File: src/tmu_consts.svh
// Bit layout, select codes and reset values of the thermal monitor unit
`ifndef TMU_CONSTS_SVH
`define TMU_CONSTS_SVH
// Register selects on the special-register port
`define TMU_SEL_FIRST 2'h0
`define TMU_SEL_SECOND 2'h1
`define TMU_SEL_SAMPLING 2'h2
// Threshold register fields (bit 0 is the msb, so doc bit n is [31-n])
`define TMU_THR_CROSS_BIT 31
`define TMU_THR_VALID_BIT 30
`define TMU_THR_LEVEL_MSB 29
`define TMU_THR_LEVEL_LSB 23
`define TMU_THR_DIR_BIT 2
`define TMU_THR_IRQEN_BIT 1
`define TMU_THR_V_BIT 0
// Sampling control fields
`define TMU_SMP_ITV_MSB 13
`define TMU_SMP_ITV_LSB 1
`define TMU_SMP_EN_BIT 0
// Reset values
`define TMU_RST_WORD 32'h0000_0000
`define TMU_RST_ITV 13'h0000
`define TMU_RST_LEVEL 7'h00
`endif

File: src/tmu_pkg.sv
// Types shared by the thermal monitor unit modules
package tmu_pkg;
  // Sequencer states
  typedef enum logic [0:0] {
    ST_IDLE,
    ST_SETTLE
  } tmu_seq_e;
  // One threshold register with its status and halt
  typedef struct packed {
    logic crossed;
    logic valid;
    logic [6:0] level;
    logic dir_below;
    logic irq_en;
    logic v;
    logic halt;
  } tmu_slot_s;
  // Special-register access from the core
  typedef struct packed {
    logic rd;
    logic wr;
    logic [1:0] sel;
    logic [31:0] wdata;
  } tmu_spr_req_s;
  // Whole state of the top
  typedef struct packed {
    tmu_seq_e st;
    logic sel;
    logic [12:0] cnt;
    logic [12:0] itv;
    logic en;
    logic pending;
    logic irq;
    logic [31:0] rdata;
    logic fault;
    logic [6:0] dac;
    logic dac_en;
    logic cmp_s1;
    logic cmp_s2;
  } tmu_top_s;
endpackage : tmu_pkg

File: src/tmu_slot.sv
// One threshold register: fields, crossing and validity flags, halt
`timescale 1ns/1ps
`default_nettype none
`include "tmu_consts.svh"
module tmu_slot (
  input wire logic i_core_clk,
  input wire logic i_sys_rst,
  input wire logic i_wr,
  input wire logic [31:0] i_wdata,
  input wire logic i_clear,
  input wire logic i_sample,
  input wire logic i_temp_above,
  output tmu_pkg::tmu_slot_s o_slot,
  output logic [31:0] o_word,
  output logic o_irq_event
);
  tmu_pkg::tmu_slot_s s_q; // Registered slot state
  tmu_pkg::tmu_slot_s s_d; // Next slot state
  logic crossed; // Comparison result under the chosen direction

  // Direction flips what counts as a crossing
  assign crossed = s_q.dir_below ? !i_temp_above : i_temp_above; // RL8
  assign o_irq_event = i_sample && crossed && s_q.irq_en; // RL9
  assign o_slot = s_q;
  // Read view; reserved bits read as zero
  always_comb begin
    o_word = `TMU_RST_WORD;
    o_word[`TMU_THR_CROSS_BIT] = s_q.crossed; // RL4 RL17
    o_word[`TMU_THR_VALID_BIT] = s_q.valid; // RL5
    o_word[`TMU_THR_LEVEL_MSB:`TMU_THR_LEVEL_LSB] = s_q.level; // RL6
    o_word[`TMU_THR_DIR_BIT] = s_q.dir_below;
    o_word[`TMU_THR_IRQEN_BIT] = s_q.irq_en;
    o_word[`TMU_THR_V_BIT] = s_q.v; // RL11
  end

  // Next state: a write beats a sample in the same cycle
  always_comb begin
    s_d = s_q;
    if (i_wr) begin
      // A write reloads the fields and restarts this slot; the crossing flag is kept
      s_d.level = i_wdata[`TMU_THR_LEVEL_MSB:`TMU_THR_LEVEL_LSB]; // RL6
      s_d.dir_below = i_wdata[`TMU_THR_DIR_BIT];
      s_d.irq_en = i_wdata[`TMU_THR_IRQEN_BIT];
      s_d.v = i_wdata[`TMU_THR_V_BIT];
      s_d.valid = 1'b0; // RL18
      s_d.halt = 1'b0; // RL18
    end else if (i_clear) begin
      // Sampling control written: validity flag drops, halt lifts
      s_d.valid = 1'b0; // RL18
      s_d.halt = 1'b0;
    end else if (i_sample && !s_q.halt) begin
      s_d.crossed = crossed; // RL4
      s_d.valid = 1'b1; // RL5
      // Interrupting slot freezes its flags until it or sampling control is written
      if (crossed && s_q.irq_en) begin
        s_d.halt = 1'b1; // RL19
      end
    end
  end

  // State register
  always_ff @(posedge i_core_clk) begin
    if (i_sys_rst) begin
      s_q <= '0; // RL1
    end else begin
      s_q <= s_d;
    end
  end

  property p_write_clears_valid;
    @(posedge i_core_clk) disable iff (i_sys_rst)
      i_wr |=> !s_q.valid && !s_q.halt;
  endproperty
  a_write_clears_valid: assert property (p_write_clears_valid) // RL18
    else $error("valid flag survived a register write");

  property p_halt_holds;
    @(posedge i_core_clk) disable iff (i_sys_rst)
      (s_q.halt && !i_wr && !i_clear) |=>
        ($stable(s_q.crossed) && $stable(s_q.valid));
  endproperty
  a_halt_holds: assert property (p_halt_holds) // RL19
    else $error("flags moved while slot was halted");

  property p_direction;
    @(posedge i_core_clk) disable iff (i_sys_rst)
      (i_sample && !s_q.halt && !i_wr && !i_clear) |=>
        (s_q.valid && s_q.crossed ==
         ($past(s_q.dir_below) ^ $past(i_temp_above)));
  endproperty
  a_direction: assert property (p_direction) // RL8
    else $error("crossing flag disagrees with direction");
endmodule : tmu_slot
`default_nettype wire

File: src/tmu_top.sv
// Thermal monitor unit: registers, sample sequencer, interrupt request
`timescale 1ns/1ps
`default_nettype none
`include "tmu_consts.svh"
// Operation
// [RL1] Hard reset clears all registers; unit idles.
// [RL2] Periodically compare temperature; interrupt on crossing.
// [RL3] Registers reachable only at supervisor level.
// [RL4] Bit 0: read-only crossing flag.
// [RL5] Bit 1: read-only validity flag.
// [RL6] Bits 2-8: seven-bit threshold, one degree.
// [RL7] Software writes zero to reserved bits.
// [RL8] Bit 29 picks above or below direction.
// [RL9] Bit 30 enables interrupt; flag updates regardless.
// [RL10] Interrupt masked by external interrupt enable.
// [RL11] Bit 31 valid; senses with unit enable.
// [RL12] Unit enable runs compare with any valid.
// [RL13] Bits 18-30: settle cycles before sampling.
// [RL14] Software aims for about twenty microsecond interval.
// [RL15] Single and dual threshold operation supported.
// [RL16] Drive threshold to DAC; read comparator.
// [RL17] Bit 0 is the register msb.
// [RL18] Writes clear validity and restart comparison.
// [RL19] After interrupt, suspend sampling and hold flags.
// [RL20] Dual mode alternates; interrupting register stops.
// [RL21] Request held until interrupt unit recognises.
module tmu_top (
  input wire logic i_core_clk,
  input wire logic i_sys_rst,
  input wire tmu_pkg::tmu_spr_req_s i_spr_req,
  input wire logic i_supervisor,
  input wire logic i_external_irq_enable,
  input wire logic i_irq_ack,
  input wire logic i_comparator,
  output logic [31:0] o_spr_rdata,
  output logic o_spr_fault,
  output logic o_thermal_irq,
  output logic [6:0] o_dac_code,
  output logic o_dac_enable
);
  tmu_pkg::tmu_top_s r_q; // Registered state
  tmu_pkg::tmu_top_s r_d; // Next state
  tmu_pkg::tmu_slot_s slot_first; // First threshold register view
  tmu_pkg::tmu_slot_s slot_second; // Second threshold register view
  logic [31:0] word_first; // Read word of the first register
  logic [31:0] word_second; // Read word of the second register
  logic [31:0] word_smp; // Read word of sampling control
  logic priv_ok; // Access allowed at this privilege
  logic wr_first; // Granted write to first register
  logic wr_second; // Granted write to second register
  logic wr_smp; // Granted write to sampling control
  logic wr_any; // Any granted write, restarts the sequencer
  logic act_first; // First register takes part in sensing
  logic act_second; // Second register takes part in sensing
  logic act_cur; // Register under test is still active
  logic act_other; // The other register is active
  logic smp_first; // Sample strobe into the first register
  logic smp_second; // Sample strobe into the second register
  logic sample; // Comparator is sampled this cycle
  logic ev_first; // First register raised an interrupt event
  logic ev_second; // Second register raised an interrupt event

  // Only supervisor state may touch the registers
  assign priv_ok = i_supervisor; // RL3
  assign wr_first = i_spr_req.wr && priv_ok &&
                    i_spr_req.sel == `TMU_SEL_FIRST; // RL3
  assign wr_second = i_spr_req.wr && priv_ok &&
                     i_spr_req.sel == `TMU_SEL_SECOND;
  assign wr_smp = i_spr_req.wr && priv_ok &&
                  i_spr_req.sel == `TMU_SEL_SAMPLING;
  assign wr_any = wr_first || wr_second || wr_smp;

  // Participation needs both the register valid bit and unit enable
  assign act_first = r_q.en && slot_first.v && !slot_first.halt; // RL11
  assign act_second = r_q.en && slot_second.v && !slot_second.halt;
  assign act_cur = r_q.sel ? act_second : act_first;
  assign act_other = r_q.sel ? act_first : act_second;

  // Sample when the settle count has run out
  assign sample = r_q.st == tmu_pkg::ST_SETTLE && r_q.cnt == 13'h0000 &&
                  act_cur && !wr_any; // RL13
  assign smp_first = sample && !r_q.sel;
  assign smp_second = sample && r_q.sel;

  // Sampling control read view; reserved bits read as zero
  always_comb begin
    word_smp = `TMU_RST_WORD;
    word_smp[`TMU_SMP_ITV_MSB:`TMU_SMP_ITV_LSB] = r_q.itv; // RL13
    word_smp[`TMU_SMP_EN_BIT] = r_q.en; // RL12
  end

  // The two threshold registers share one implementation
  tmu_slot u_slot_first (
    .i_core_clk(i_core_clk),
    .i_sys_rst(i_sys_rst),
    .i_wr(wr_first),
    .i_wdata(i_spr_req.wdata),
    .i_clear(wr_smp),
    .i_sample(smp_first),
    .i_temp_above(r_q.cmp_s2),
    .o_slot(slot_first),
    .o_word(word_first),
    .o_irq_event(ev_first)
  );

  tmu_slot u_slot_second (
    .i_core_clk(i_core_clk),
    .i_sys_rst(i_sys_rst),
    .i_wr(wr_second),
    .i_wdata(i_spr_req.wdata),
    .i_clear(wr_smp),
    .i_sample(smp_second),
    .i_temp_above(r_q.cmp_s2),
    .o_slot(slot_second),
    .o_word(word_second),
    .o_irq_event(ev_second)
  );

  // Next state of registers, sequencer and interrupt request
  always_comb begin
    r_d = r_q;
    // Comparator is analog and asynchronous: two flops first
    r_d.cmp_s1 = i_comparator;
    r_d.cmp_s2 = r_q.cmp_s1;
    // Privilege fault pulse for a user-mode access attempt
    r_d.fault = (i_spr_req.rd || i_spr_req.wr) && !priv_ok; // RL3
    // Read data is captured and held until the next granted read
    if (i_spr_req.rd && priv_ok) begin
      case (i_spr_req.sel)
        `TMU_SEL_FIRST: r_d.rdata = word_first;
        `TMU_SEL_SECOND: r_d.rdata = word_second;
        `TMU_SEL_SAMPLING: r_d.rdata = word_smp;
        default: r_d.rdata = `TMU_RST_WORD;
      endcase
    end
    // Sampling control write; reserved bits are dropped
    if (wr_smp) begin
      r_d.itv = i_spr_req.wdata[`TMU_SMP_ITV_MSB:`TMU_SMP_ITV_LSB]; // RL13
      r_d.en = i_spr_req.wdata[`TMU_SMP_EN_BIT]; // RL12
    end
    // Sequencer
    case (r_q.st)
      tmu_pkg::ST_IDLE: begin
        // Any write while idle just lets the fresh setup settle in
        if (!wr_any && (act_first || act_second)) begin // RL12
          r_d.sel = !act_first; // RL15
          r_d.cnt = r_q.itv; // RL13
          r_d.dac = act_first ? slot_first.level : slot_second.level;
          r_d.dac_en = 1'b1; // RL16
          r_d.st = tmu_pkg::ST_SETTLE;
        end else begin
          // Analog path parked in low power while nothing is sensed
          r_d.dac_en = 1'b0; // RL1
        end
      end
      tmu_pkg::ST_SETTLE: begin
        if (wr_any || !act_cur) begin
          // Restart from the top with whatever is now configured
          r_d.st = tmu_pkg::ST_IDLE; // RL18 RL19
        end else if (r_q.cnt == 13'h0000) begin
          // Sampled now; move on, alternating when both are live
          r_d.sel = act_other ? !r_q.sel : r_q.sel; // RL20
          r_d.dac = (act_other ^ r_q.sel) ? slot_second.level :
                    slot_first.level; // RL16
          r_d.cnt = r_q.itv; // RL2
        end else begin
          r_d.cnt = r_q.cnt - 13'h0001; // RL13
        end
      end
      default: begin
        r_d.st = tmu_pkg::ST_IDLE;
      end
    endcase
    // Request held until recognised; a new event wins over the ack
    if (ev_first || ev_second) begin
      r_d.pending = 1'b1; // RL2 RL21
    end else if (i_irq_ack) begin
      r_d.pending = 1'b0; // RL21
    end
    // Masked by the core's external interrupt enable
    r_d.irq = r_d.pending && i_external_irq_enable; // RL10
  end

  // State register; everything clears on hard reset
  always_ff @(posedge i_core_clk) begin
    if (i_sys_rst) begin
      r_q <= '0; // RL1
    end else begin
      r_q <= r_d;
    end
  end

  assign o_spr_rdata = r_q.rdata;
  assign o_spr_fault = r_q.fault;
  assign o_thermal_irq = r_q.irq;
  assign o_dac_code = r_q.dac;
  assign o_dac_enable = r_q.dac_en;

  property p_reset_idle;
    @(posedge i_core_clk) disable iff (i_sys_rst)
      $fell(i_sys_rst) |-> (!o_dac_enable && !o_thermal_irq &&
                            r_q.itv == `TMU_RST_ITV && !r_q.en);
  endproperty
  a_reset_idle: assert property (p_reset_idle) // RL1
    else $error("unit not idle and clear after reset");

  property p_user_no_write;
    @(posedge i_core_clk) disable iff (i_sys_rst)
      (i_spr_req.wr && !i_supervisor) |=>
        ($stable(r_q.itv) && $stable(r_q.en) && o_spr_fault);
  endproperty
  a_user_no_write: assert property (p_user_no_write) // RL3
    else $error("user-mode write changed sampling control");

  property p_irq_mask;
    @(posedge i_core_clk) disable iff (i_sys_rst)
      o_thermal_irq |-> $past(i_external_irq_enable) && r_q.pending;
  endproperty
  a_irq_mask: assert property (p_irq_mask) // RL10
    else $error("interrupt raised while masked");

  property p_irq_hold;
    @(posedge i_core_clk) disable iff (i_sys_rst)
      (r_q.pending && !i_irq_ack) |=> r_q.pending;
  endproperty
  a_irq_hold: assert property (p_irq_hold) // RL21
    else $error("interrupt request dropped before recognition");

  property p_disabled_idle;
    @(posedge i_core_clk) disable iff (i_sys_rst)
      (!r_q.en && !wr_smp) |=> r_q.st == tmu_pkg::ST_IDLE ##1 !o_dac_enable;
  endproperty
  a_disabled_idle: assert property (p_disabled_idle) // RL12
    else $error("sequencer runs with unit disabled");

  property p_settle_load;
    @(posedge i_core_clk) disable iff (i_sys_rst)
      (r_q.st == tmu_pkg::ST_IDLE && r_d.st == tmu_pkg::ST_SETTLE) |=>
        (r_q.cnt == r_q.itv && o_dac_enable);
  endproperty
  a_settle_load: assert property (p_settle_load) // RL13
    else $error("settle count not loaded from interval");

  property p_dual_alternate;
    @(posedge i_core_clk) disable iff (i_sys_rst)
      (sample && !r_q.sel && act_second) |=>
        (r_q.sel && o_dac_code == slot_second.level);
  endproperty
  a_dual_alternate: assert property (p_dual_alternate) // RL20
    else $error("dual mode failed to alternate");

  // A user-mode access attempt must be flagged on the next cycle
  property p_fault_pulse;
    @(posedge i_core_clk) disable iff (i_sys_rst)
      ((i_spr_req.rd || i_spr_req.wr) && !i_supervisor) |=> o_spr_fault;
  endproperty
  a_fault_pulse: assert property (p_fault_pulse) // RL3
    else $error("refused access raised no fault");

  // The fault flag is a pulse, never raised by a granted access
  property p_fault_quiet;
    @(posedge i_core_clk) disable iff (i_sys_rst)
      !((i_spr_req.rd || i_spr_req.wr) && !i_supervisor) |=> !o_spr_fault;
  endproperty
  a_fault_quiet: assert property (p_fault_quiet) // RL3
    else $error("fault raised without a refused access");

  // Sampling control reads back its fields, reserved bits as zero
  property p_smp_read;
    @(posedge i_core_clk) disable iff (i_sys_rst)
      (i_spr_req.rd && i_supervisor &&
       i_spr_req.sel == `TMU_SEL_SAMPLING) |=>
        (o_spr_rdata == {18'h0_0000, $past(r_q.itv), $past(r_q.en)});
  endproperty
  a_smp_read: assert property (p_smp_read) // RL13
    else $error("sampling control read back wrong");

  // Nothing to sense: the analog path drops to low power
  property p_idle_dac_off;
    @(posedge i_core_clk) disable iff (i_sys_rst)
      (r_q.st == tmu_pkg::ST_IDLE && !act_first && !act_second) |=>
        !o_dac_enable;
  endproperty
  a_idle_dac_off: assert property (p_idle_dac_off) // RL1
    else $error("DAC left on with nothing to sense");

  // Settle counter steps down by one while nothing interferes
  property p_count_down;
    @(posedge i_core_clk) disable iff (i_sys_rst)
      (r_q.st == tmu_pkg::ST_SETTLE && r_q.cnt != 13'h0000 && act_cur &&
       !wr_any) |=> (r_q.cnt == $past(r_q.cnt) - 13'h0001);
  endproperty
  a_count_down: assert property (p_count_down) // RL13
    else $error("settle counter did not count down");

  // A crossing with interrupts enabled always leaves a request
  property p_event_pending;
    @(posedge i_core_clk) disable iff (i_sys_rst)
      (ev_first || ev_second) |=> r_q.pending;
  endproperty
  a_event_pending: assert property (p_event_pending) // RL2
    else $error("crossing event lost");

  // Recognition with no new event retires the request
  property p_ack_clears;
    @(posedge i_core_clk) disable iff (i_sys_rst)
      (i_irq_ack && !ev_first && !ev_second) |=> !r_q.pending;
  endproperty
  a_ack_clears: assert property (p_ack_clears) // RL21
    else $error("request survived recognition");

  // The comparator is only believed while the DAC is driven
  property p_sample_dac_on;
    @(posedge i_core_clk) disable iff (i_sys_rst)
      sample |-> o_dac_enable;
  endproperty
  a_sample_dac_on: assert property (p_sample_dac_on) // RL16
    else $error("sampled with the DAC switched off");
endmodule : tmu_top
`default_nettype wire

File: config.mk
export PLATFORM = sky130hd
export DESIGN_NAME = tmu_top
export DESIGN_NICKNAME = d
export VERILOG_FILES = /design/src/tmu_pkg.sv /design/src/tmu_slot.sv /design/src/tmu_top.sv
export VERILOG_INCLUDE_DIRS = /design/src
export SDC_FILE = /design/constraint.sdc
export NUM_CORES = 1
export LEC_CHECK = 0
export BUFFER_PORTS_ARGS = -buffer_cell sky130_fd_sc_hd__clkbuf_2
export CORE_ASPECT_RATIO = 1.75
export CORE_UTILIZATION = 40
export CTS_CLUSTER_DIAMETER = 120
export DETAILED_ROUTE_END_ITERATION = 10
export HOLD_SLACK_MARGIN = 0.06
export PLACE_DENSITY_LB_ADDON = 0.3
export SYNTH_ARGS = -nofsm -noshare
export SYNTH_HDL_FRONTEND = slang
export SYNTH_SLANG_ARGS = --single-unit
File: constraint.sdc
create_clock -name i_core_clk -period 2.55 [get_ports i_core_clk]
set_input_delay 0 -clock i_core_clk [delete_from_list [all_inputs] [get_ports i_core_clk]]
set_output_delay 0 -clock i_core_clk [all_outputs]
set_load 0.05 [all_outputs]
# == Word-level counts from Yosys, hierarchy flattened ==
# Index checks and enable logic that the tools add are counted.
# classes
n_addsub,1
eq_ne,6
n_mux,21
bitwise_logic,5
n_reduce_logical,50
# ops
operator,n
one-hot mux 32 bit (3 select lines),1
two-way mux 7 bit,5
one-hot mux 15 bit (2 select lines),1
logical AND 1 bit,25
two-way mux 15 bit,1
two-way mux 14 bit,1
one-hot mux 7 bit (2 select lines),1
logical NOT 13 bit,1
two-way mux 13 bit,1
subtractor 13 x 1 -> 13 bit (second input constant),1
two-way mux 1 bit,10
AND reduction 3 bit,3
logical NOT 1 bit,8
logical OR 1 bit,6
AND reduction 2 bit,3
OR reduction 3 bit,2
!= test 2 x 1 -> 1 bit (second input constant),2
!= test 2 bit (second input constant),2
NOT 1 bit,4
AND reduction 4 bit,1
equality test 2 x 1 -> 1 bit (second input constant),1
equality test 2 bit (second input constant),1
logical NOT 2 bit,1
XOR 1 bit,1
# word_totals
ff_bits,100
in_bits,42
output_inout_bits,42
word_cells,110

# == Logic depth before layout (Yosys ltp) ==
# depth
depth_word,12
depth_mapped,8
ltp_nobuf,7

# == Cells and area by module ==
# Synthesis repeated with hierarchy kept, for this count alone.
# hier_totals
cells_unflattened,609
hier_area_um2,5341.4
# modules_own_cells
mod,instances,cells_per_inst,area_per_inst_um2,seq_area_each_um2
tmu_top,1,455,3895.0,1481.4
tmu_slot,2,77,723.2,260.2

# == Worst setup path before layout ==
# No wires, ideal clock.
# synth_path
path_kind,reg-to-reg
start,register r_q[59] in the netlist's numbering
end,"register u_slot_first.s_q, in the netlist u_slot_first.o_slot[0]"
setup_ns,0.058
t_arrival_ns,1.899
required_time_ns,2.492
path_slack_ns,0.593
path_stages_with_launch,8
n_path_buf,0
period_less_slack_ns,1.957
path_cell_list,dfxtp_1 -> inv_1 -> ha_1 -> or3b_2 -> or3_4 -> nor4_2 -> nor3b_2 -> o21a_1
# synth_via
elab_chain_cells,7
# synth_lines
element,line_no,rtl
start: declaration,tmu_top.sv:41,tmu_pkg::tmu_top_s r_q;
start signal: assignment,tmu_top.sv:189,r_q <= r_d;
logical NOT 13 bit,tmu_top.sv:80,assign sample = r_q.st == tmu_pkg::ST_SETTLE && r_q.cnt == 13'h0000 &&
logical AND 1 bit (2 in a row),tmu_top.sv:80,
logical AND 1 bit,tmu_top.sv:81,act_cur && !wr_any;
logical AND 1 bit,tmu_top.sv:82,assign smp_first = sample && !r_q.sel;
logical AND 1 bit,tmu_slot.sv:51,end else if (i_sample && !s_q.halt) begin
AND reduction 2 bit (no line),n/a,
end signal: assignment,tmu_slot.sv:64,s_q <= '0;
end signal: assignment,tmu_slot.sv:66,s_q <= s_d;
end: declaration,tmu_slot.sv:17,tmu_pkg::tmu_slot_s s_q;
# Every way passes these cells.
# A chain may end at the register's enable or synchronous reset.

# == Worst setup path after layout ==
# Same ends and word-level chain as after synthesis.

==> results.cfg <==
[placement]
dp_slack_ns = 0.3492
dp_hpwl_mm = 7.780
portBuffers = 63
place_congestion = 0.8386

[yosys]
syn_area_per_cell_um2 = 8.410
synthesis.instances = 506
ys_async_sr_fraction_pct = 0
synth.distinct_cells = 51
synth_edf_count = 0
ys_ff_latch = 91
yosysSeqAreaShare_pct = 42.81
netlist_area_um2 = 4255
ys.flop_type = dfxtp_1
synth_warnings = 0

[hold_path]
hp-class = input pin to register
min_delay_path_depth = 4
hp-start = i_spr_req[35]

[power]
power_density_nw_per_um2 = 591.8
seqPwrFrac_pct = 49.0
swShare_pct = 23.32
clockPowerShare_pct = 43.6
p_comb_share_pct = 7.4
p_leak_nw = 1.954
p_sw_w = 0.0006911
vdd.ir_drop.worst_uv = 444.8
p_int_w = 0.002272

[floorplan]
num_rows = 49
fp.dieArea_um2 = 11070
num_io_pins = 84
start_util_pct = 41.31
coreArea_um2 = 10300
fp.dieW_um = 79.97
fp.dieH_um = 138.4

[sta]
fin_crit_sh_pct = 86.22
fin_skew_ns = 0.006798
slew_viol_final = 0
worst_slack_ns = 0.3514
relSlewSlack_pct = 48.07
min_period_ns = 2.199
rsz0062_at_grt = false
fmax_mhz = 454.8
hold_viol = 0
setup-violations-final = 0
worst_pin_slew_ns = 0.7770
setup_tns_ns = 0

[job]
max-cap-violations = 0

[critical_path]
path_max_fanout = 4
crit_path_max_incr_delay_ns = 0.48
cp.depth = 7
startpoint_type = register
crit_start = r_q[59]$_SDFFE_PP0P_
cp.required_ns = 2.84
end_kind = register
r2r_start = r_q[59]$_SDFFE_PP0P_
critPathBufInv = 1
cp.arrival_ns = 2.49
r2r_cells = 7
crit_slowest_cell = or3b_2
crit_family = simple AND/OR/NAND/NOR gates
crit_chain = inv_1 > ha_1 > or3b_2 > or3_4 > nor4_2 > nor3b_2 > o21a_1
worstSetupPathType = register to register

[cts]
cts_tree = done
clk_latency_ns = 0.34
cts.sinks = 91
cts_buffers = 9
clock_tree.root_cell = clkbuf_16
clk_pin_slew_ns = 0.06
post_cts_buffers = 0
htreeDepth = 3
clockBufferDepth = 2

[global_routing]
grt_pass1_vias = 3665
grt_usage_pct = 20.67
grt_use_met2_pct = 38.82
grt_pass1_wl_mm = 17.46
grt_remaining_overflow = 0
busiest_layer = met2
use_met3_pct = 2.706
met1_usage_pct = 19.93
antenna_found_initial = 0
grt_max_degree = 90

[final_layout]
fillCellCount = 1007
syn_to_final_growth_pct = 17.67
mostFrequentLayoutCell = dfxtp_1
final_cell_mix = dfxtp_1, nand2_1, clkbuf_2, nor2_1, a21oi_1
n_antenna_cell = 0
drive_above_1_share_pct = 20.53
final_nets = 605

[routing]
wl_per_cell_um = 15.65
firstDrtPassIters = 4
wl_mm = 10.83
drt_iter0_markers = 158
viasPerCell = 5.364
antenna_left = 0
vias = 3712
drcViolationCount = 0

[outcome]
outcome = finished, final reports clean
==> cell usage after synthesis (all sizes together) (5+ instances only) <==
cell / number / area, um^2
clkbuf: 18 / 67.56
mux2i: 12 / 120.1
inv: 11 / 41.29
o32ai: 6 / 52.55
nor4: 7 / 71.31
nor3b: 5 / 47.54
o21ai: 9 / 45.04
a211oi: 16 / 120.1
buf: 50 / 355.3
nor3: 13 / 76.33
a21oi: 52 / 260.3
nor2b: 7 / 43.79
mux2: 9 / 101.4
nand2: 75 / 281.5
dfxtp: 91 / 1822
nor2: 57 / 214.0
a32oi: 5 / 43.79
a22oi: 21 / 157.7
==> final cells by class <==
class	count	area, um^2	share of cell area, %
multi-input cells	344	1999	39.93
flip-flops and latches	91	1822	36.38
repair buffers	104	700.7	13.99
clock buffers	11	232.7	4.648
well taps	127	158.9	3.173
clock inverters	4	52.55	1.049
inverters	11	41.29	0.8246
==> sequential cells by signal, indices dropped and copies added (netlist names) <==
register              flops
r_q                      31
u_slot_second.o_slot     13
o_dac_code                7
o_spr_rdata              23
o_dac_enable              1
r_d                       1
u_slot_first.o_slot      13
o_thermal_irq             1
o_spr_fault               1
==> layer usage <==
layer | up-vias | share of wire [%]
met2 | 94 | 56
met5 | - | 0
li1 | 1828 | -
met4 | 0 | 4.4
met3 | 25 | 2.7
met1 | 1765 | 37
==> logic make-up (layout without fill, tap and decap cells) <==
family,after synthesis,after routing,share of synthesized area (%)
simple gates,187,187,21.26
compound gates,122,122,18.52
flops,91,91,42.81
buf+inv,79,130,10.91
mux,21,21,5.205
xor+xnor,3,3,0.6176
fa+ha+maj,2,2,0.5880
other cells,1,9,0.08812
==> power groups by stage <==
stage	Clock [W]	Combinational [W]	Sequential (W)
2_1_floorplan	0	0.000140	0.00148
3_3_place_gp	0	0.000187	0.00148
3_5_place_dp	0	0.000188	0.00148
4_1_cts	0.00132	0.000220	0.00145
5_1_grt	0.00139	0.000237	0.00145
6_report	0.00129	0.000220	0.00145
==> stage by stage <==
| stage | power (W) | hold slack (ns) | area (um^2) | instances | util [%] |
|---|---|---|---|---|---|
| floorplan | 0.001623 | 0.07931 | 4285 | 514 | - |
| global placement | 0.001671 | 0.2347 | 4462 | 651 | 43.32 |
| detailed placement | 0.001672 | 0.2363 | 4462 | 651 | 43.32 |
| CTS | 0.002995 | 0.1044 | 5007 | 692 | 48.62 |
| global route | 0.003077 | 0.1430 | 5007 | 692 | 48.62 |
| finish | 0.002963 | 0.1098 | 5007 | 692 | 48.62 |
==> worst paths after layout <==
check	to	slack [ns]
min	o_spr_rdata[1]$_SDFFE_PP0P_	0.11
min reg2reg	r_q[0]$_SDFF_PP0_	0.44
max reg2reg	u_slot_first.o_slot[0]$_SDFFE_PP0P_	0.35
max	u_slot_first.o_slot[0]$_SDFFE_PP0P_	0.35
==> worst reg2reg max path, stage by stage, from the launching register on <==
cell and delay, ns:
dfxtp_1 0.32, inv_1 0.12, ha_1 0.18, or3b_2 0.48, or3_4 0.37, nor4_2 0.35, nor3b_2 0.22, o21a_1 0.12
==> what timing repair did <==
action,4_1_cts,5_1_grt
setup endpoints to repair,0,0
resized for setup,0,0
endpoints found under the hold margin,38,0
hold buffers,26,0
Note: power is estimated with default switching activity, not from simulation.
